===== config.mk =====
export PLATFORM = sky130hd
export DESIGN_NAME = usbep_top
export DESIGN_NICKNAME = d
export VERILOG_FILES = /design/src/core/usbep_pkg.sv /design/src/core/usbep_fifo_mem.sv /design/src/core/usbep_top.sv
export VERILOG_INCLUDE_DIRS = /design/src /design/src/core
export SDC_FILE = /design/constraint.sdc
export NUM_CORES = 1
export LEC_CHECK = 0
export BUFFER_PORTS_ARGS = -buffer_cell sky130_fd_sc_hd__clkbuf_2
export CORE_ASPECT_RATIO = 1.75
export CORE_UTILIZATION = 32
export DETAILED_ROUTE_END_ITERATION = 6
export GPL_ROUTABILITY_DRIVEN = 0
export PLACE_DENSITY = 0.49
export SYNTH_ARGS = -nofsm -noshare
export SYNTH_HDL_FRONTEND = slang
export SYNTH_SLANG_ARGS = --single-unit

===== constraint.sdc =====
create_clock -name CLK -period 3.6 [get_ports CLK]
set_clock_uncertainty 0.05 [all_clocks]
set_input_delay 0.36 -clock CLK [delete_from_list [all_inputs] [get_ports CLK]]
set_output_delay 0.36 -clock CLK [all_outputs]
set_load 0.01 [all_outputs]

===== src/core/usbep_defines.svh =====
// Register indices, bit positions and reset values of the OUT endpoint block
`ifndef USBEP_DEFINES_SVH
`define USBEP_DEFINES_SVH

// ==========================================================================
// Register indices (byte address is four times the index)
`define USBEP_IDX_IN_CTRL_HIGH 6'h12
`define USBEP_IDX_OUT_CTRL_LOW 6'h14
`define USBEP_IDX_OUT_CTRL_HIGH 6'h15
`define USBEP_IDX_OUT_CNT_LOW 6'h16
`define USBEP_IDX_OUT_CNT_HIGH 6'h17
`define USBEP_IDX_OUT_FIFO_DATA 6'h20

// ==========================================================================
// IN control high fields
`define USBEP_IN_DBL 7
`define USBEP_IN_ISO 6
`define USBEP_IN_FIFO_DIRECTION_SELECT 5
`define USBEP_IN_FTOG 3
`define USBEP_IN_SPLIT 2
`define USBEP_IN_HIGH_MASK 8'hEC

// ==========================================================================
// OUT control low fields
`define USBEP_OUT_CLRDT 7
`define USBEP_OUT_STALL_SENT_FLAG 6
`define USBEP_OUT_SEND_STALL 5
`define USBEP_OUT_FLUSH 4
`define USBEP_OUT_DATERR 3
`define USBEP_OUT_OVERRUN_FLAG 2
`define USBEP_OUT_FULL 1
`define USBEP_OUT_OUT_PACKET_READY 0

// ==========================================================================
// OUT control high fields
`define USBEP_OUT_DBL 7
`define USBEP_OUT_ISO 6

// ==========================================================================
// Reset values and codes
`define USBEP_BYTE_RESET 8'h00
`define USBEP_WORD_RESET 32'h0000_0000
`define USBEP_INMODE_NONE 2'h0
`define USBEP_INMODE_UPPER 2'h1
`define USBEP_INMODE_WHOLE 2'h2
`define USBEP_HELD_NONE 2'h0
`define USBEP_HELD_ONE 2'h1
`define USBEP_HELD_TWO 2'h2
`define USBEP_BYTE_HI 7

`endif


===== src/core/usbep_pkg.sv =====
// Types shared by the OUT endpoint block
package usbep_pkg;

	// ======================================================================
	// Receive sequencer states
	typedef enum logic [1:0] {
		USBEP_RX_IDLE = 2'b00,
		USBEP_RX_STORE = 2'b01,
		USBEP_RX_DROP = 2'b10
	} usbep_rx_e;

	typedef logic [7:0] usbep_byte_t;

endpackage


===== src/core/usbep_fifo_mem.sv =====
// Dual-port byte memory of the endpoint FIFO with registered read data
module usbep_fifo_mem
	import usbep_pkg::*;
#(
	parameter int AW = 7
) (
	// Clock
	input wire logic clk,
	// Write port
	input wire logic wr_en,
	input wire logic [AW-1:0] wr_addr,
	input wire usbep_byte_t wr_data,
	// Read port
	input wire logic [AW-1:0] rd_addr,
	output usbep_byte_t rd_data
);

	usbep_byte_t mem_reg [0:(1<<AW)-1];

	// ======================================================================
	// Storage
	always_ff @(posedge clk) begin
		if (wr_en) begin
			mem_reg[wr_addr] <= wr_data;
		end
	end

	always_ff @(posedge clk) begin
		rd_data <= mem_reg[rd_addr];
	end

endmodule


===== src/core/usbep_top.sv =====
// OUT endpoint control, IN control high register and endpoint FIFO split
// Behaviour
// OUT endpoint supports interrupt, bulk and isochronous transfers.
// Writing 1 to OUT iso-select puts the endpoint in isochronous mode.
// Bulk and interrupt OUT transfers are handled identically.
// Endpoint event on out-packet-ready set and on every STALL sent.
// Iso-select at 0 means bulk/interrupt mode.
// Bulk: token plus data packet sets out-packet-ready and raises event.
// Byte-count registers give length of the packet waiting to unload.
// Firmware unloads the packet, then writes 0 to out-packet-ready.
// While send-stall is 1, every bulk OUT request gets STALL.
// Each STALL sent sets stall-sent and raises an event.
// Firmware clears stall-sent; hardware never clears it.
// Double buffered: second packet sets out-packet-ready after release.
// That re-set of out-packet-ready raises a further event.
// Firmware should enable double buffering for iso OUT.
// Iso: each packet is stored, out-packet-ready set, event raised.
// Iso packet with no free space is discarded, overrun set, event.
// Iso CRC-error packet is still stored and flags data error.
// Firmware checks data error after unloading each iso packet.
// IN control high: bits 7,6,5,3,2 writable, others read zero.
// Force-toggle 0 flips IN toggle on ACK, 1 on every packet sent.
// Split gives IN upper half, OUT lower; else direction picks owner.
`include "usbep_defines.svh"

module usbep_top
	import usbep_pkg::*;
#(
	parameter int AW = 7,
	parameter int CNT_W = 10
) (
	// Clock and reset
	input wire logic CLK,
	input wire logic RST,
	// APB slave
	input wire logic PSEL,
	input wire logic PENABLE,
	input wire logic PWRITE,
	input wire logic [7:0] PADDR,
	input wire logic [31:0] PWDATA,
	output logic [31:0] PRDATA,
	output logic PREADY,
	output logic PSLVERR,
	// Packet engine, OUT direction
	input wire logic OUT_TOKEN,
	input wire logic RX_VALID,
	input wire usbep_byte_t RX_DATA,
	input wire logic RX_END,
	input wire logic RX_CRC_ERR,
	output logic HS_ACK,
	output logic HS_NAK,
	output logic HS_STALL,
	output logic OUT_DATA_TOGGLE,
	output logic OUT_EP_EVENT,
	// Packet engine, IN direction
	input wire logic IN_TX_DONE,
	input wire logic IN_ACK_RCVD,
	output logic IN_DATA_TOGGLE,
	output logic [1:0] IN_FIFO_MODE
);

	localparam logic [AW:0] DEPTH = (AW+1)'(1 << AW);
	localparam logic [AW:0] HALF = (AW+1)'(1 << (AW - 1));
	localparam logic [AW:0] NONE = '0;

	// ======================================================================
	// Declarations
	usbep_byte_t in_ctrl_high_reg, wdat, mem_rdata, rd_mux;
	logic send_stall_reg, stall_sent_reg, overrun_reg;
	logic out_packet_ready_reg, out_packet_ready_next, out_dbl_reg, out_iso_reg;
	logic [CNT_W-1:0] slot_len_reg [0:1];
	logic [1:0] slot_err_reg, held_reg, held_next, slot_count;
	logic wr_slot_reg, rd_slot_reg, rx_iso_reg, slot_free;
	logic [AW:0] wr_ofs_reg, rd_ofs_reg, region_size, slot_size;
	usbep_rx_e rx_state_reg;
	logic [AW-1:0] wr_addr, rd_addr;
	logic mem_wr, acc, done, wr_en, rd_done, mapped, wr_low;
	logic release_pkt, commit, stall_pulse, nak_pulse, overrun_pulse;
	logic ack_pulse, data_err;
	logic [5:0] idx;

	// ======================================================================
	// FIFO partitioning
	assign region_size = in_ctrl_high_reg[`USBEP_IN_SPLIT] ? HALF :
		(in_ctrl_high_reg[`USBEP_IN_FIFO_DIRECTION_SELECT] ? DEPTH : NONE);
	assign slot_size = out_dbl_reg ? (region_size >> 1) : region_size;
	assign slot_count = (region_size == NONE) ? `USBEP_HELD_NONE :
		(out_dbl_reg ? `USBEP_HELD_TWO : `USBEP_HELD_ONE);
	assign slot_free = held_reg < slot_count;
	assign wr_addr = AW'((wr_slot_reg ? slot_size : NONE) + wr_ofs_reg);
	assign rd_addr = AW'((rd_slot_reg ? slot_size : NONE) + rd_ofs_reg);

	// ======================================================================
	// APB decode
	assign acc = PSEL & PENABLE;
	assign done = acc & PREADY;
	assign idx = PADDR[7:2];
	assign wdat = PWDATA[7:0];
	assign mapped = idx inside {`USBEP_IDX_IN_CTRL_HIGH,
		`USBEP_IDX_OUT_CTRL_LOW, `USBEP_IDX_OUT_CTRL_HIGH,
		`USBEP_IDX_OUT_CNT_LOW, `USBEP_IDX_OUT_CNT_HIGH,
		`USBEP_IDX_OUT_FIFO_DATA};
	assign wr_en = done & PWRITE & mapped;
	assign rd_done = done & ~PWRITE & mapped;
	assign wr_low = wr_en & (idx == `USBEP_IDX_OUT_CTRL_LOW);
	// Firmware releases the head packet by clearing ready or flushing
	assign release_pkt = wr_low & out_packet_ready_reg &
		(~wdat[`USBEP_OUT_OUT_PACKET_READY] | wdat[`USBEP_OUT_FLUSH]);
	assign data_err = out_packet_ready_reg & out_iso_reg & slot_err_reg[rd_slot_reg];

	always_comb begin
		case (idx)
			`USBEP_IDX_IN_CTRL_HIGH: begin
				rd_mux = in_ctrl_high_reg & `USBEP_IN_HIGH_MASK;
			end
			`USBEP_IDX_OUT_CTRL_LOW: begin
				rd_mux = {1'b0, stall_sent_reg, send_stall_reg, 1'b0,
					data_err, overrun_reg, held_reg == slot_count,
					out_packet_ready_reg};
			end
			`USBEP_IDX_OUT_CTRL_HIGH: begin
				rd_mux = {out_dbl_reg, out_iso_reg, 6'h00};
			end
			`USBEP_IDX_OUT_CNT_LOW: begin
				rd_mux = out_packet_ready_reg ? slot_len_reg[rd_slot_reg][7:0]
					: `USBEP_BYTE_RESET;
			end
			`USBEP_IDX_OUT_CNT_HIGH: begin
				rd_mux = out_packet_ready_reg ?
					8'(slot_len_reg[rd_slot_reg][CNT_W-1:8])
					: `USBEP_BYTE_RESET;
			end
			`USBEP_IDX_OUT_FIFO_DATA: rd_mux = mem_rdata;
			default: rd_mux = `USBEP_BYTE_RESET;
		endcase
	end

	// ======================================================================
	// APB answer: one wait state, data captured before completion
	always_ff @(posedge CLK or posedge RST) begin
		if (RST) begin
			PREADY <= 1'b0;
			PRDATA <= `USBEP_WORD_RESET;
			PSLVERR <= 1'b0;
		end else begin
			PREADY <= acc & ~PREADY;
			if (acc & ~PREADY) begin
				PRDATA <= {24'h000000, rd_mux};
				PSLVERR <= ~mapped;
			end
		end
	end

	// ======================================================================
	// IN control high and IN-side outputs
	always_ff @(posedge CLK or posedge RST) begin
		if (RST) begin
			in_ctrl_high_reg <= `USBEP_BYTE_RESET;
		end else if (wr_en && idx == `USBEP_IDX_IN_CTRL_HIGH) begin
			in_ctrl_high_reg <= wdat & `USBEP_IN_HIGH_MASK;
		end
	end
	always_ff @(posedge CLK or posedge RST) begin
		if (RST) begin
			IN_DATA_TOGGLE <= 1'b0;
		end else if (in_ctrl_high_reg[`USBEP_IN_FTOG] ? IN_TX_DONE
				: IN_ACK_RCVD) begin
			IN_DATA_TOGGLE <= ~IN_DATA_TOGGLE;
		end
	end
	always_ff @(posedge CLK or posedge RST) begin
		if (RST) begin
			IN_FIFO_MODE <= `USBEP_INMODE_NONE;
		end else if (in_ctrl_high_reg[`USBEP_IN_SPLIT]) begin
			IN_FIFO_MODE <= `USBEP_INMODE_UPPER;
		end else if (!in_ctrl_high_reg[`USBEP_IN_FIFO_DIRECTION_SELECT]) begin
			IN_FIFO_MODE <= `USBEP_INMODE_WHOLE;
		end else begin
			IN_FIFO_MODE <= `USBEP_INMODE_NONE;
		end
	end

	// ======================================================================
	// OUT control registers written by software
	always_ff @(posedge CLK or posedge RST) begin
		if (RST) begin
			out_dbl_reg <= 1'b0;
			out_iso_reg <= 1'b0;
		end else if (wr_en && idx == `USBEP_IDX_OUT_CTRL_HIGH) begin
			out_dbl_reg <= wdat[`USBEP_OUT_DBL];
			out_iso_reg <= wdat[`USBEP_OUT_ISO];
		end
	end
	always_ff @(posedge CLK or posedge RST) begin
		if (RST) begin
			send_stall_reg <= 1'b0;
		end else if (wr_low) begin
			send_stall_reg <= wdat[`USBEP_OUT_SEND_STALL];
		end
	end
	// Sticky flags: a hardware set wins over a software clear
	always_ff @(posedge CLK or posedge RST) begin
		if (RST) begin
			stall_sent_reg <= 1'b0;
		end else if (stall_pulse) begin
			stall_sent_reg <= 1'b1;
		end else if (wr_low && !wdat[`USBEP_OUT_STALL_SENT_FLAG]) begin
			stall_sent_reg <= 1'b0;
		end
	end
	always_ff @(posedge CLK or posedge RST) begin
		if (RST) begin
			overrun_reg <= 1'b0;
		end else if (overrun_pulse) begin
			overrun_reg <= 1'b1;
		end else if (wr_low && !wdat[`USBEP_OUT_OVERRUN_FLAG]) begin
			overrun_reg <= 1'b0;
		end
	end
	always_ff @(posedge CLK or posedge RST) begin
		if (RST) begin
			OUT_DATA_TOGGLE <= 1'b0;
		end else if (wr_low && wdat[`USBEP_OUT_CLRDT]) begin
			OUT_DATA_TOGGLE <= 1'b0;
		end else if (ack_pulse) begin
			OUT_DATA_TOGGLE <= ~OUT_DATA_TOGGLE;
		end
	end

	// ======================================================================
	// Receive sequencer
	always_comb begin
		stall_pulse = 1'b0;
		nak_pulse = 1'b0;
		overrun_pulse = 1'b0;
		if (OUT_TOKEN && rx_state_reg == USBEP_RX_IDLE) begin
			if (out_iso_reg) begin
				overrun_pulse = ~slot_free;
			end else if (send_stall_reg) begin
				stall_pulse = 1'b1;
			end else begin
				nak_pulse = ~slot_free;
			end
		end
	end
	assign mem_wr = (rx_state_reg == USBEP_RX_STORE) & RX_VALID &
		(wr_ofs_reg < slot_size);
	assign commit = (rx_state_reg == USBEP_RX_STORE) & RX_END &
		(~RX_CRC_ERR | rx_iso_reg);
	assign ack_pulse = commit & ~rx_iso_reg;
	always_ff @(posedge CLK or posedge RST) begin
		if (RST) begin
			rx_state_reg <= USBEP_RX_IDLE;
			rx_iso_reg <= 1'b0;
		end else begin
			case (rx_state_reg)
				USBEP_RX_IDLE: begin
					if (OUT_TOKEN) begin
						rx_iso_reg <= out_iso_reg;
						if (stall_pulse || nak_pulse || overrun_pulse) begin
							rx_state_reg <= USBEP_RX_DROP;
						end else begin
							rx_state_reg <= USBEP_RX_STORE;
						end
					end
				end
				USBEP_RX_STORE, USBEP_RX_DROP: begin
					if (RX_END) begin
						rx_state_reg <= USBEP_RX_IDLE;
					end
				end
				default: begin
					rx_state_reg <= USBEP_RX_IDLE;
				end
			endcase
		end
	end
	always_ff @(posedge CLK or posedge RST) begin
		if (RST) begin
			wr_ofs_reg <= NONE;
		end else if (rx_state_reg != USBEP_RX_STORE || RX_END) begin
			wr_ofs_reg <= NONE;
		end else if (mem_wr) begin
			wr_ofs_reg <= wr_ofs_reg + 1'b1;
		end
	end
	always_ff @(posedge CLK or posedge RST) begin
		if (RST) begin
			wr_slot_reg <= 1'b0;
			slot_err_reg <= 2'b00;
			slot_len_reg[0] <= '0;
			slot_len_reg[1] <= '0;
		end else if (commit) begin
			slot_len_reg[wr_slot_reg] <= CNT_W'(wr_ofs_reg);
			slot_err_reg[wr_slot_reg] <= RX_CRC_ERR & rx_iso_reg;
			wr_slot_reg <= out_dbl_reg & ~wr_slot_reg;
		end
	end

	// ======================================================================
	// Packet hand-off to firmware
	always_comb begin
		held_next = held_reg;
		if (commit && !release_pkt) begin
			held_next = held_reg + 1'b1;
		end else if (release_pkt && !commit) begin
			held_next = held_reg - 1'b1;
		end
		// Ready drops for one cycle on release, then shows the next packet
		out_packet_ready_next = ~release_pkt &
			(out_packet_ready_reg | commit | (held_reg != `USBEP_HELD_NONE));
	end
	always_ff @(posedge CLK or posedge RST) begin
		if (RST) begin
			held_reg <= `USBEP_HELD_NONE;
			out_packet_ready_reg <= 1'b0;
		end else begin
			held_reg <= held_next;
			out_packet_ready_reg <= out_packet_ready_next;
		end
	end
	always_ff @(posedge CLK or posedge RST) begin
		if (RST) begin
			rd_slot_reg <= 1'b0;
			rd_ofs_reg <= NONE;
		end else if (release_pkt) begin
			rd_slot_reg <= out_dbl_reg & ~rd_slot_reg;
			rd_ofs_reg <= NONE;
		end else if (rd_done && idx == `USBEP_IDX_OUT_FIFO_DATA) begin
			rd_ofs_reg <= rd_ofs_reg + 1'b1;
		end
	end

	// ======================================================================
	// Handshake and event outputs
	always_ff @(posedge CLK or posedge RST) begin
		if (RST) begin
			HS_ACK <= 1'b0;
			HS_NAK <= 1'b0;
			HS_STALL <= 1'b0;
			OUT_EP_EVENT <= 1'b0;
		end else begin
			HS_ACK <= ack_pulse;
			HS_NAK <= nak_pulse;
			HS_STALL <= stall_pulse;
			OUT_EP_EVENT <= (out_packet_ready_next & ~out_packet_ready_reg) | stall_pulse |
				overrun_pulse;
		end
	end

	// ======================================================================
	// Endpoint FIFO storage
	usbep_fifo_mem #(
		.AW(AW)
	) u_mem (
		.clk(CLK),
		.wr_en(mem_wr),
		.wr_addr(wr_addr),
		.wr_data(RX_DATA),
		.rd_addr(rd_addr),
		.rd_data(mem_rdata)
	);

endmodule


==> After elaboration in Yosys (flattened, before gate mapping) <==
Memories as Yosys holds them, arrays and structs flattened. A register that Yosys moved wholly into a read port is not among the register bits.
Index checks and enable logic that the tools add are counted.
{ "totals": {"n_memories": 1, "latchBits": 0, "out_inout_bits": 42, "in_bits": 59, "rom_bits": 0, "wordCells": 178, "regBits": 74, "ramBits": 1024} }
{ "mem_list": {"columns": ["name", "words", "word_bits", "read_ports", "rd_ports_with_merged_regs", "write_ports", "line", "source"], "rows": [
  ["u_mem.mem_reg", 128, 8, 1, 1, 1, "usbep_fifo_mem.sv:18", "usbep_byte_t mem_reg [0:(1<<AW)-1];"]
]} }
{ "classes": {"bitwise": 43, "n_div": 0, "reduce_logical": 31, "add_sub_neg": 6, "mux": 50, "n_mul": 0, "n_lt_le_gt_ge": 8, "shifts": 0, "eq_ne": 12} }
{ "op_table": {"columns": ["cell", "count"], "rows": [
  ["$mux 8", 8],
  ["$pmux 8 s6", 1],
  ["$mux 10", 4],
  ["$eq 6x5->1 const B", 5],
  ["$and 1x1->1", 22],
  ["$bwmux 20", 1],
  ["$mux 1", 20],
  ["$mux 2", 10],
  ["$add 8x1->8 const B", 2],
  ["$add 7x7->7", 2],
  ["$mux 7", 2],
  ["$reduce_bool 2->1", 7],
  ["$not 1->1", 13],
  ["$logic_and 1x1->1", 11],
  ["$demux 10 s1", 1],
  ["$logic_not 8->1", 1],
  ["$lt 8x8->1", 1],
  ["$eq 6x6->1 const B", 1],
  ["$or 1x1->1", 6],
  ["$reduce_bool 6->1", 1],
  ["$ge 2x2->1 const B", 2],
  ["$logic_not 1->1", 4],
  ["$lt 1x2->1 const B", 2],
  ["$ne 2x2->1 const B", 2],
  ["17 further kinds", 21]
]} }

==> Depth between registers and ports, before layout <==
Gate-level depths: netlist of run 1.
{ "depth": {"depth_word": 14, "ltp_mapped": 12, "depth_no_buf": 10} }

==> Cells and area by module <==
From an unflattened synthesis of run 1, not the netlist that was laid out.
{ "hier_totals": {"cells_unflattened": 1985, "hier_area_um2": 43351.6} }
{ "modules_own_cells": {"columns": ["module", "cells_each", "instances", "area_each_um2", "seq_area_each_um2"], "rows": [
  ["usbep_fifo_mem", 1635, 1, 39665.5, 30909.6],
  ["usbep_top", 350, 1, 3686.0, 1726.7]
]} }

==> Least setup slack after synthesis of run 1 <==
No wires, ideal clock.
{ "synth_path": {"kind": "flip-flop to flip-flop", "start": "reg out_dbl_reg", "end": "mem u_mem.mem_reg[95][0] (netlist name), enable pin", "stages_incl_launch_ff": 12, "t_required_ps": 3180, "path_buffers": 3, "arrival_time_ps": 2631, "period_less_slack_ps": 3051, "setup_ps": 370, "setup_slack_ps": 549, "path_cell_list": "dfrtp_1 > clkbuf_1 > o21ai_0 > inv_1 > ha_1 > a21oi_1 > o2111ai_1 > nor2_1 > nand3_1 > buf_2 > buf_1 > nor2_1"} }
{ "synth_between": {"elab_chain_cells": 5, "word_cells_on_any_way": 7, "classes_between": "1 x add/sub; 1 x order compare; 4 x mux; 1 x bitwise"} }
{ "synth_rtl": {"columns": ["item", "line", "source"], "rows": [
  ["from (decl)", "usbep_top.sv:70", "logic out_packet_ready_reg, out_packet_ready_next, out_dbl_reg, out_iso_reg;"],
  ["from (signal assigned)", "usbep_top.sv:190", "out_dbl_reg <= wdat[`USBEP_OUT_DBL];"],
  ["$mux 8 (*)", "usbep_top.sv:86", "assign slot_size = out_dbl_reg ? (region_size >> 1) : region_size;"],
  ["$lt 8x8->1", "usbep_top.sv:247", "(wr_ofs_reg < slot_size);"],
  ["$and 1x1->1", "usbep_top.sv:246", "assign mem_wr = (rx_state_reg == USBEP_RX_STORE) & RX_VALID &"],
  ["$mux 1", "usbep_fifo_mem.sv:23", "if (wr_en) begin"],
  ["$mux 1 (not written as such)", "usbep_fifo_mem.sv:24", "mem_reg[wr_addr] <= wr_data;"],
  ["to (decl)", "usbep_fifo_mem.sv:18", null]
]} }
Mark *: on every way between the ends. The rest lies on a longest branch, timed or not.

==> Worst setup path in the final report of run 1 <==
{ "layout_path": {"start": "reg in_ctrl_high_reg[2]", "end": "mem u_mem.mem_reg[119][3] (netlist name), enable pin"} }
{ "layout_between": {"elab_chain_cells": 6, "word_cells_on_any_way": 8, "classes_between": "1 x add/sub; 1 x order compare; 5 x mux; 1 x bitwise"} }
{ "layout_rtl": {"columns": ["item", "line", "source"], "rows": [
  ["from (decl)", "usbep_top.sv:68", "usbep_byte_t in_ctrl_high_reg, wdat, mem_rdata, rd_mux;"],
  ["from (signal assigned)", "usbep_top.sv:158", "in_ctrl_high_reg <= `USBEP_BYTE_RESET;"],
  ["from (signal assigned)", "usbep_top.sv:160", "in_ctrl_high_reg <= wdat & `USBEP_IN_HIGH_MASK;"],
  ["$mux 8 (*)", "usbep_top.sv:84", "assign region_size = in_ctrl_high_reg[`USBEP_IN_SPLIT] ? HALF :"],
  ["$mux 8 (*)", "usbep_top.sv:86", null],
  ["$lt 8x8->1", "usbep_top.sv:247", null],
  ["$and 1x1->1", "usbep_top.sv:246", null],
  ["$mux 1", "usbep_fifo_mem.sv:23", null],
  ["$mux 1 (not written as such)", "usbep_fifo_mem.sv:24", null]
]} }
Marks and branches as above.

==> results of run 1 <==
-- layout by cell type, fill, tap and decap left out, types with 4 or more instances in the layout --
| master | n |
|---|---|
| clkbuf_2 | 41 |
| mux2i_1 | 11 |
| clkbuf_1 | 13 |
| bufinv_16 | 14 |
| edfxtp_1 | 1024 |
| ha_1 | 11 |
| nand3_1 | 95 |
| nor2_1 | 158 |
| a22o_1 | 12 |
| nand3b_1 | 8 |
| a31oi_1 | 48 |
| dfrtp_1 | 66 |
| buf_4 | 216 |
| and3_1 | 35 |
| buf_12 | 24 |
| mux2_2 | 23 |
| nand2_1 | 179 |
| dfxtp_1 | 8 |
| nor3_1 | 11 |
| inv_6 | 5 |
| and2_1 | 5 |
| xor2_1 | 13 |
| o21ai_0 | 24 |
| clkbuf_16 | 98 |
| clkinvlp_4 | 8 |
| nor2b_1 | 4 |
| xnor2_1 | 8 |
| clkinv_2 | 16 |
| mux4_2 | 256 |
| inv_1 | 19 |
| dlygate4sd3_1 | 12 |
| nand2b_1 | 133 |
| conb_1 | 24 |
| clkbuf_8 | 4 |
| clkinv_1 | 15 |
| a21oi_1 | 13 |
-- metrics by stage --
step / power (mW) / setup slack, ns / area [um2] / instances / hold slack (ns)
global placement: 14.98 / 0.2829 / 47670 / 4313 / 0.4104
global route: 26.33 / 0.1358 / 51100 / 4508 / 0.08247
floorplan: 14.65 / 0.5486 / 43860 / 2365 / 0.3925
detailed placement: 15.00 / 0.3341 / 47670 / 4313 / 0.4225
finish: 25.62 / 0.3320 / 51100 / 4508 / 0.08083
CTS: 25.89 / 0.2850 / 51100 / 4506 / 0.02722
-- power groups by stage --
stage                     sequential [mW]  combinational (mW)  clock, mW
final                                14.1               0.653       10.9
after floorplan                      14.3               0.313          0
after global placement               14.3               0.643          0
after global routing                 14.1               0.724       11.5
after CTS                            14.1               0.672       11.2
after detailed placement             14.3               0.661          0
-- worst max-delay path, stage by stage, from the launching register on --
cell and delay (ns):
dfrtp_1 0.45, nand3b_1 0.19, o21ai_0 0.09, buf_4 0.15
inv_1 0.04, ha_1 0.26, a21oi_1 0.22, o2111ai_1 0.19
nor2_1 0.39, nand3_1 0.27, buf_12 0.25, nor2_1 0.18
buf_4 0.21
-- cell type report --
cell class / count / area [um2] / area share, %
sequential: 1101 / 32650 / 63.89
multi-input combinational: 1101 / 10370 / 20.30
tap: 1810 / 2265 / 4.432
antenna: 2 / 5.005 / 0.009794
inverter: 20 / 75.07 / 0.1469
timing repair buffer: 293 / 2427 / 4.750
clock inverter: 65 / 744.5 / 1.457
clock buffer: 116 / 2564 / 5.017
-- cell families after synthesis --
| family | synth area share, % |
|---|---|
| XOR/XNOR | 0.4202 |
| AO/OA/AOI/OAI | 1.546 |
| other | 0.008567 |
| AND/OR/NAND/NOR | 7.175 |
| multiplexers | 14.01 |
| buffers and inverters | 1.964 |
| flip-flops | 74.56 |
| adder cells (fa/ha/maj) | 0.3144 |
-- how the worst max path moves through the flow --
stage	start	end	slack (ns)	depth (start not counted)
6_report	in_ctrl_high_reg[2]	u_mem.mem_reg[119][3]	0.33	12
5_1_grt	in_ctrl_high_reg[2]	u_mem.mem_reg[119][3]	0.14	12
4_1_cts	in_ctrl_high_reg[2]	u_mem.mem_reg[119][3]	0.29	12
3_5_place_dp	in_ctrl_high_reg[2]	u_mem.mem_reg[119][3]	0.33	12
3_3_place_gp	in_ctrl_high_reg[2]	u_mem.mem_reg[20][2]	0.28	12
2_1_floorplan	out_dbl_reg	u_mem.mem_reg[95][0]	0.55	11
-- per-layer routing --
layer  share of wire (%)  vias to the layer above  routed length [um]  track usage (%)
li1                    -                     9708                   -                -
met1                  35                    11730               40090            17.38
met2                  57                      456               64950            32.32
met3                 3.3                      161                3767            2.073
met4                 4.1                        0                4610            6.980
met5                   0                        -                   0                0
-- repair_timing --
action | in CTS | in global routing
hold buffers | 12 | 0
buffers inserted | 0 | 0
setup endpoints to repair | 0 | 0
gates resized for setup | 0 | 0
endpoints found under the hold margin | 62 | 0
==> results.json, run 1 <==
{
  "final-max-slew-violation-count": 0,
  "antenna_found_initial": 2,
  "overflow": 0,
  "synth_flop_cell": "edfxtp_1",
  "fill_cells": 12510,
  "min_from": "RX_END",
  "cts.sink_count": 1101,
  "synth_top_area_share_pct": 70.25,
  "synthArstFlopShare_pct": 6.267,
  "clockBufferDepth": 3,
  "initial_core_util_pct": 32.25,
  "vias": 22060,
  "largest_reg_flops": 1024,
  "ant_nets": 0,
  "drtIter0Drc": 1564,
  "hold_path.class": "in2reg",
  "cell_internal_pwr_mw": 20.37,
  "clock_power_share_pct": 42.6,
  "tightest_slew_ns": 0.9285,
  "outcome": "finished, final reports clean",
  "root_buffer": "clkbuf_16",
  "finalCritPeriodShare_pct": 90.78,
  "critPathArrivalTime_ns": 3.62,
  "nets": 2683,
  "worstSetupStartpointType": "flip-flop",
  "synth-seq-cells": 1101,
  "synth.most_common_cell": "edfxtp_1",
  "first_pass_iters": 5,
  "yosys-top-cells-count": "edfxtp_1 (1024), mux4_2 (256), nand2_1 (179)",
  "yosys-top-cells-area": "edfxtp_1 (70%), mux4_2 (13%), dfrtp_1 (3.9%)",
  "clkSlewWorstSetupHoldPaths_ns": 0.07,
  "avgViaCountPerCell": 4.893,
  "hold_depth": 4,
  "die_x_um": 281.6,
  "die_area_um2": 138300,
  "crit_path_end_kind": "flip-flop",
  "hold_end": "rx_state_reg[0]",
  "drt_wl_total_mm": 113.4,
  "leakagePower_nw": 16.40,
  "grt_max_degree": 129,
  "final.setup.tns_ns": 0,
  "path_class": "reg2reg",
  "drive_gt1_share_pct": 27.04,
  "avgSynthCellArea_um2": 18.69,
  "hpwl_mm": 73.66,
  "r2r_setup_slack_ns": 0.33,
  "cts_tree": "done",
  "ir_drop_v": 0.0003690,
  "syn_inst": 2342,
  "insertion_delay_ns": 0.71,
  "syn_to_final_growth_pct": 16.74,
  "rsz0062_at_grt": "false",
  "r2r-start": "in_ctrl_high_reg[2]",
  "ff2ff_path_depth": 12,
  "numPortBuffers": 49,
  "required_ns": 3.95,
  "comb_power_share_pct": 2.5,
  "die_h_um": 491.3,
  "grt_pass1_wl_mm": 164.4,
  "drc": 0,
  "synth_edf_count": 1024,
  "fin_util_pct": 37.65,
  "report.final.setup_viol": 0,
  "timing.fmax_mhz": 306.0,
  "synth_cell_type_count": 51,
  "drv_cap": 0,
  "grt_pass1_vias": 23950,
  "power_density_nw_per_um2": 501.3,
  "syn_area_um2": 43770,
  "placementRows": 179,
  "final_hold_viol_count": 0,
  "coreArea_um2": 135700,
  "switching_share_pct": 20.49,
  "cts_max_level": 3,
  "synth-warning-count": 0,
  "synth_seq_area_share_pct": 74.56,
  "track_usage_pct": 16.55,
  "slew_headroom_pct": 38.10,
  "min_period_ns": 3.268,
  "seq_power_share_pct": 54.9,
  "yosysTopAreaCell": "edfxtp_1",
  "cts_buffers": 96,
  "power.switching_mw": 5.248,
  "wl_per_cell_um": 25.16,
  "io_pins": 101,
  "r2r_end": "u_mem.mem_reg[119][3]",
  "critPathMaxFanout": 18
}
Power figures use the tool's default switching activity.
==> inputs of run 2 (changes only) <==
RECOVER_POWER = 50   (was default)
==> results.json, run 2 (synthesized netlist as in run 1, its figures left out) <==
{
  "syn_to_final_growth_pct": 16.47,
  "avgViaCountPerCell": 4.890,
  "cts_max_level": 3,
  "required_ns": 3.96,
  "power_density_nw_per_um2": 502.7,
  "final-max-slew-violation-count": 643,
  "hold_end": "rx_state_reg[0]",
  "cts_tree": "done",
  "largest_reg_flops": 1024,
  "clockBufferDepth": 3,
  "report.final.setup_viol": 0,
  "path_class": "reg2reg",
  "tightest_slew_ns": 3.313,
  "mostFrequentLayoutCells": "edfxtp_1 (1024), mux4_2 (256), buf_4 (204), nand2_1 (179), nor2_1 (158)",
  "drc": 0,
  "timing.fmax_mhz": 309.1,
  "die_h_um": 491.3,
  "place_ws_ns": 0.3341,
  "grt_pass1_wl_mm": 164.4,
  "r2r-start": "in_ctrl_high_reg[2]",
  "design_area_um2": 50980,
  "die_x_um": 281.6,
  "worstSetupStartpointType": "flip-flop",
  "vias": 22050,
  "drive_gt1_share_pct": 26.67,
  "path_cells": "nand3b_1 -> o21ai_0 -> buf_4 -> inv_1 -> ha_1 -> a21oi_1 -> o2111ai_1 -> nor2_1 -> nand3_1 -> buf_12 -> nor2_1 -> buf_4",
  "first_pass_iters": 6,
  "cts_buffers": 96,
  "grt_pass1_vias": 23950,
  "die_area_um2": 138300,
  "r2r_end": "u_mem.mem_reg[119][3]",
  "r2r_setup_slack_ns": 0.36,
  "overflow": 0,
  "final_hold_viol_count": 0,
  "rsz0062_at_grt": "false",
  "hold_path.class": "in2reg",
  "hold_depth": 4,
  "root_buffer": "clkbuf_16",
  "ff2ff_path_depth": 12,
  "slew_headroom_pct": -120.9,
  "critPathMaxFanout": 18,
  "antenna_found_initial": 3,
  "wl_per_cell_um": 25.20,
  "min_from": "RX_END",
  "fill_cells": 12520,
  "outcome": "finished with violations",
  "initial_core_util_pct": 32.25,
  "insertion_delay_ns": 0.71,
  "cpMaxStageDelayCell": "dfrtp_1",
  "ir_drop_v": 0.0003690,
  "critical_path.max_stage_delay_ns": 0.44,
  "io_pins": 101,
  "drv_cap": 10,
  "finalCritPeriodShare_pct": 89.86,
  "hold_buffers": 12,
  "critPathArrivalTime_ns": 3.59,
  "drtIter0Drc": 1615,
  "dpl-instance-area_um2": 47670,
  "min_period_ns": 3.235,
  "grt_max_degree": 129,
  "clkSlewWorstSetupHoldPaths_ns": 0.07,
  "numPortBuffers": 49,
  "crit_path_end_kind": "flip-flop",
  "layout.cells.most_common": "edfxtp_1",
  "hpwl_mm": 73.66,
  "worst_slack_ns": 0.3649,
  "nets": 2683,
  "cts.repair.resized": 0,
  "cts.sink_count": 1101,
  "ant_nets": 0,
  "track_usage_pct": 16.55,
  "drt_wl_total_mm": 113.6,
  "violations": "max-capacitance violations, max-slew violations",
  "placementRows": 179,
  "leakagePower_nw": 16.34,
  "coreArea_um2": 135700,
  "hold_ws_ns": 0.07886,
  "cts_setup_buffers": 0,
  "final.setup.tns_ns": 0
}
## run 2: worst max path at each step
stage / from / end
floorplan: out_dbl_reg / u_mem.mem_reg[95][0]
global placement: in_ctrl_high_reg[2] / u_mem.mem_reg[20][2]
detailed placement: in_ctrl_high_reg[2] / u_mem.mem_reg[119][3]
CTS: in_ctrl_high_reg[2] / u_mem.mem_reg[119][3]
global route: RX_DATA[1] / u_mem.mem_reg[100][1]
finish: in_ctrl_high_reg[2] / u_mem.mem_reg[119][3]
## run 2: stage by stage
step           cells  power, mW  utilization [%]
5_1_grt         4508      26.34            37.56
6_report        4509      25.63            37.56
4_1_cts         4506      25.89            37.65
2_1_floorplan   2365      14.65                -
3_5_place_dp    4313      15.00            35.12
3_3_place_gp    4313      14.98            35.12
## run 2: power by group
part / total (mW) / leakage [nW] / switching, mW / internal, mW
Clock: 10.9 / 1.60 / 4.78 / 6.13
Sequential: 14.1 / 10.2 / 0.0437 / 14.0
Combinational: 0.638 / 4.54 / 0.433 / 0.206
Total: 25.6 / 16.3 / 5.26 / 20.4
## run 2: layout make-up
| type | instances | area [um2] | share of cell area, % |
|---|---|---|---|
| flip-flops and latches | 1101 | 32650 | 64.04 |
| multi-input cells | 1101 | 10360 | 20.32 |
| clock buffers | 116 | 2564 | 5.029 |
| repair buffers | 293 | 2322 | 4.555 |
| well taps | 1810 | 2265 | 4.442 |
| clock inverters | 65 | 744.5 | 1.460 |
| inverters | 20 | 75.07 | 0.1473 |
| diodes | 3 | 7.507 | 0.01473 |
## run 2: critical path: cells and delay by family (launching register included)
| family | cells | cell delay, ns |
|---|---|---|
| fa+ha+maj | 1 | 0.26 |
| flops | 1 | 0.44 |
| buf+inv | 4 | 0.65 |
| compound gates | 3 | 0.49 |
| simple gates | 4 | 1.01 |
## run 2: layer usage
metal	track usage, %	up-vias	share of wire, %
met5	0	-	0
met4	6.980	0	4.1
met3	2.073	162	3.4
met2	32.32	445	57
met1	17.38	11730	35
li1	-	9713	-
==> inputs of run 3 (changes only) <==
CELL_PAD_IN_SITES_DETAIL_PLACEMENT = 1   (was default)
CELL_PAD_IN_SITES_GLOBAL_PLACEMENT = 2   (was default)
PLACE_DENSITY = 0.59   (was 0.49)
==> results.json, run 3 (synthesized netlist as in run 1, its figures left out) <==
{
  "placementRows": 179,
  "cts.repair.resized": 0,
  "min_period_ns": 3.212,
  "grt_pass1_wl_mm": 169.5,
  "comb_power_share_pct": 2.6,
  "tightest_slew_ns": 3.218,
  "hold_ws_ns": 0.08578,
  "drv_cap": 9,
  "cts_max_level": 3,
  "final.setup.tns_ns": 0,
  "worstSetupStartpointType": "input pin",
  "finalCritPeriodShare_pct": 89.23,
  "initial_core_util_pct": 32.25,
  "antenna_found_initial": 2,
  "final_hold_viol_count": 0,
  "ant_nets": 0,
  "die_x_um": 281.6,
  "mostFrequentLayoutCells": "edfxtp_1 (1024), mux4_2 (256), buf_4 (187), nand2_1 (179), nor2_1 (158)",
  "rsz0062_at_grt": "false",
  "report.final.setup_viol": 0,
  "die_area_um2": 138300,
  "largest_reg_flops": 1024,
  "clkSlewWorstSetupHoldPaths_ns": 0.07,
  "final-max-slew-violation-count": 517,
  "timing.fmax_mhz": 311.3,
  "critPathMaxFanout": 81,
  "grt_pass1_vias": 24720,
  "hold_path.class": "in2reg",
  "fill_cells": 13440,
  "seq_power_share_pct": 55.2,
  "cts.sink_count": 1101,
  "nets": 2679,
  "overflow": 0,
  "drtIter0Drc": 1300,
  "path_cells": "clkbuf_2 -> clkbuf_1",
  "insertion_delay_ns": 0.72,
  "numPortBuffers": 49,
  "drive_gt1_share_pct": 25.64,
  "clock_power_share_pct": 42.2,
  "power_density_nw_per_um2": 501.2,
  "track_usage_pct": 16.96,
  "path_delay_family": "buffers and inverters",
  "first_pass_iters": 7,
  "critPathArrivalTime_ns": 3.37,
  "slew_headroom_pct": -114.5,
  "die_h_um": 491.3,
  "crit_path_end_kind": "flip-flop",
  "path_class": "in2reg",
  "vias": 22050,
  "critical_path.max_stage_delay_ns": 1.51,
  "fin_util_pct": 37.49,
  "violations": "max-capacitance violations, max-slew violations",
  "hpwl_mm": 74.64,
  "cpMaxStageDelayCell": "clkbuf_1",
  "ir_drop_v": 0.0003486,
  "worst_slack_ns": 0.3877,
  "place_inst": 4303,
  "layout.cells.non_filler": 4503,
  "drt_wl_total_mm": 115.7,
  "avgViaCountPerCell": 4.896,
  "root_buffer": "clkbuf_16",
  "syn_to_final_growth_pct": 16.23,
  "regArea_um2": 32650,
  "crit_buf_inv": 2,
  "clockBufferDepth": 3,
  "wl_per_cell_um": 25.70,
  "place_ws_ns": 0.3571,
  "power.switching_mw": 5.277,
  "leakagePower_nw": 16.22,
  "required_ns": 3.76,
  "multiInputGateArea_um2": 10380,
  "switching_share_pct": 20.70,
  "layout.cells.most_common": "edfxtp_1",
  "cts_tree": "done",
  "drc": 0,
  "outcome": "finished with violations",
  "grt_max_degree": 82,
  "io_pins": 101,
  "cell_internal_pwr_mw": 20.22,
  "coreArea_um2": 135700,
  "cts_buffers": 100
}
run 3: changes by cell type in the layout (fill, tap and decap cells not counted), moves of 3 or more:
cell / delta
inv_6: -4
clkbuf_4: -5
clkbuf_1: +16
clkbuf_8: -4
clkbuf_16: +3
buf_4: -17
bufinv_16: -3
clkinv_1: +8
run 3: area by class of cell:
cell class / count / area share (%)
sequential: 1101 / 64.17
multi-input combinational: 1101 / 20.40
clock buffer: 122 / 5.123
tap: 1810 / 4.451
timing repair buffer: 285 / 4.412
clock inverter: 62 / 1.289
inverter: 20 / 0.1476
antenna: 2 / 0.009837
run 3: routing by layer:
metal	GRT usage, %	vias up	wire (um)
met5	0	-	0
met4	7.011	0	4488
met3	2.040	163	3321
met2	31.73	390	63800
met1	19.19	11800	44130
li1	-	9693	-
run 3: timing repair:
action | in CTS | in global routing
buffers inserted | 0 | 0
endpoints found under the setup margin | 0 | 0
hold buffers | 14 | 0
hold endpoints to repair | 56 | 0
run 3: path summary, 6_finish.rpt:
path	startpoint	to	slack, ns	cells past startpoint
max	RX_DATA[6]	u_mem.mem_reg[89][6]	0.39	2
min	RX_END	rx_state_reg[0]	0.09	4
max reg2reg	in_ctrl_high_reg[2]	u_mem.mem_reg[22][6]	0.39	11
min reg2reg	IN_DATA_TOGGLE	IN_DATA_TOGGLE	0.42	1
max in group asynchronous	RST	rd_ofs_reg[1]	1.24	4
min in group asynchronous	RST	rx_state_reg[1]	0.26	3
run 3: per-stage QoR:
stage,power (mW),instance area (um2)
after floorplan,14.65,43860
after global placement,14.98,47570
after detailed placement,15.01,47570
after CTS,25.82,50970
after global routing,26.25,50870
final,25.50,50880
run 3: power groups by stage:
stage               clock network, mW  registers, mW  logic [mW]
detailed placement                  0           14.3       0.670
finish                           10.8           14.1       0.660
floorplan                           0           14.3       0.313
global route                     11.4           14.1       0.733
global placement                    0           14.3       0.635
CTS                              11.1           14.1       0.693
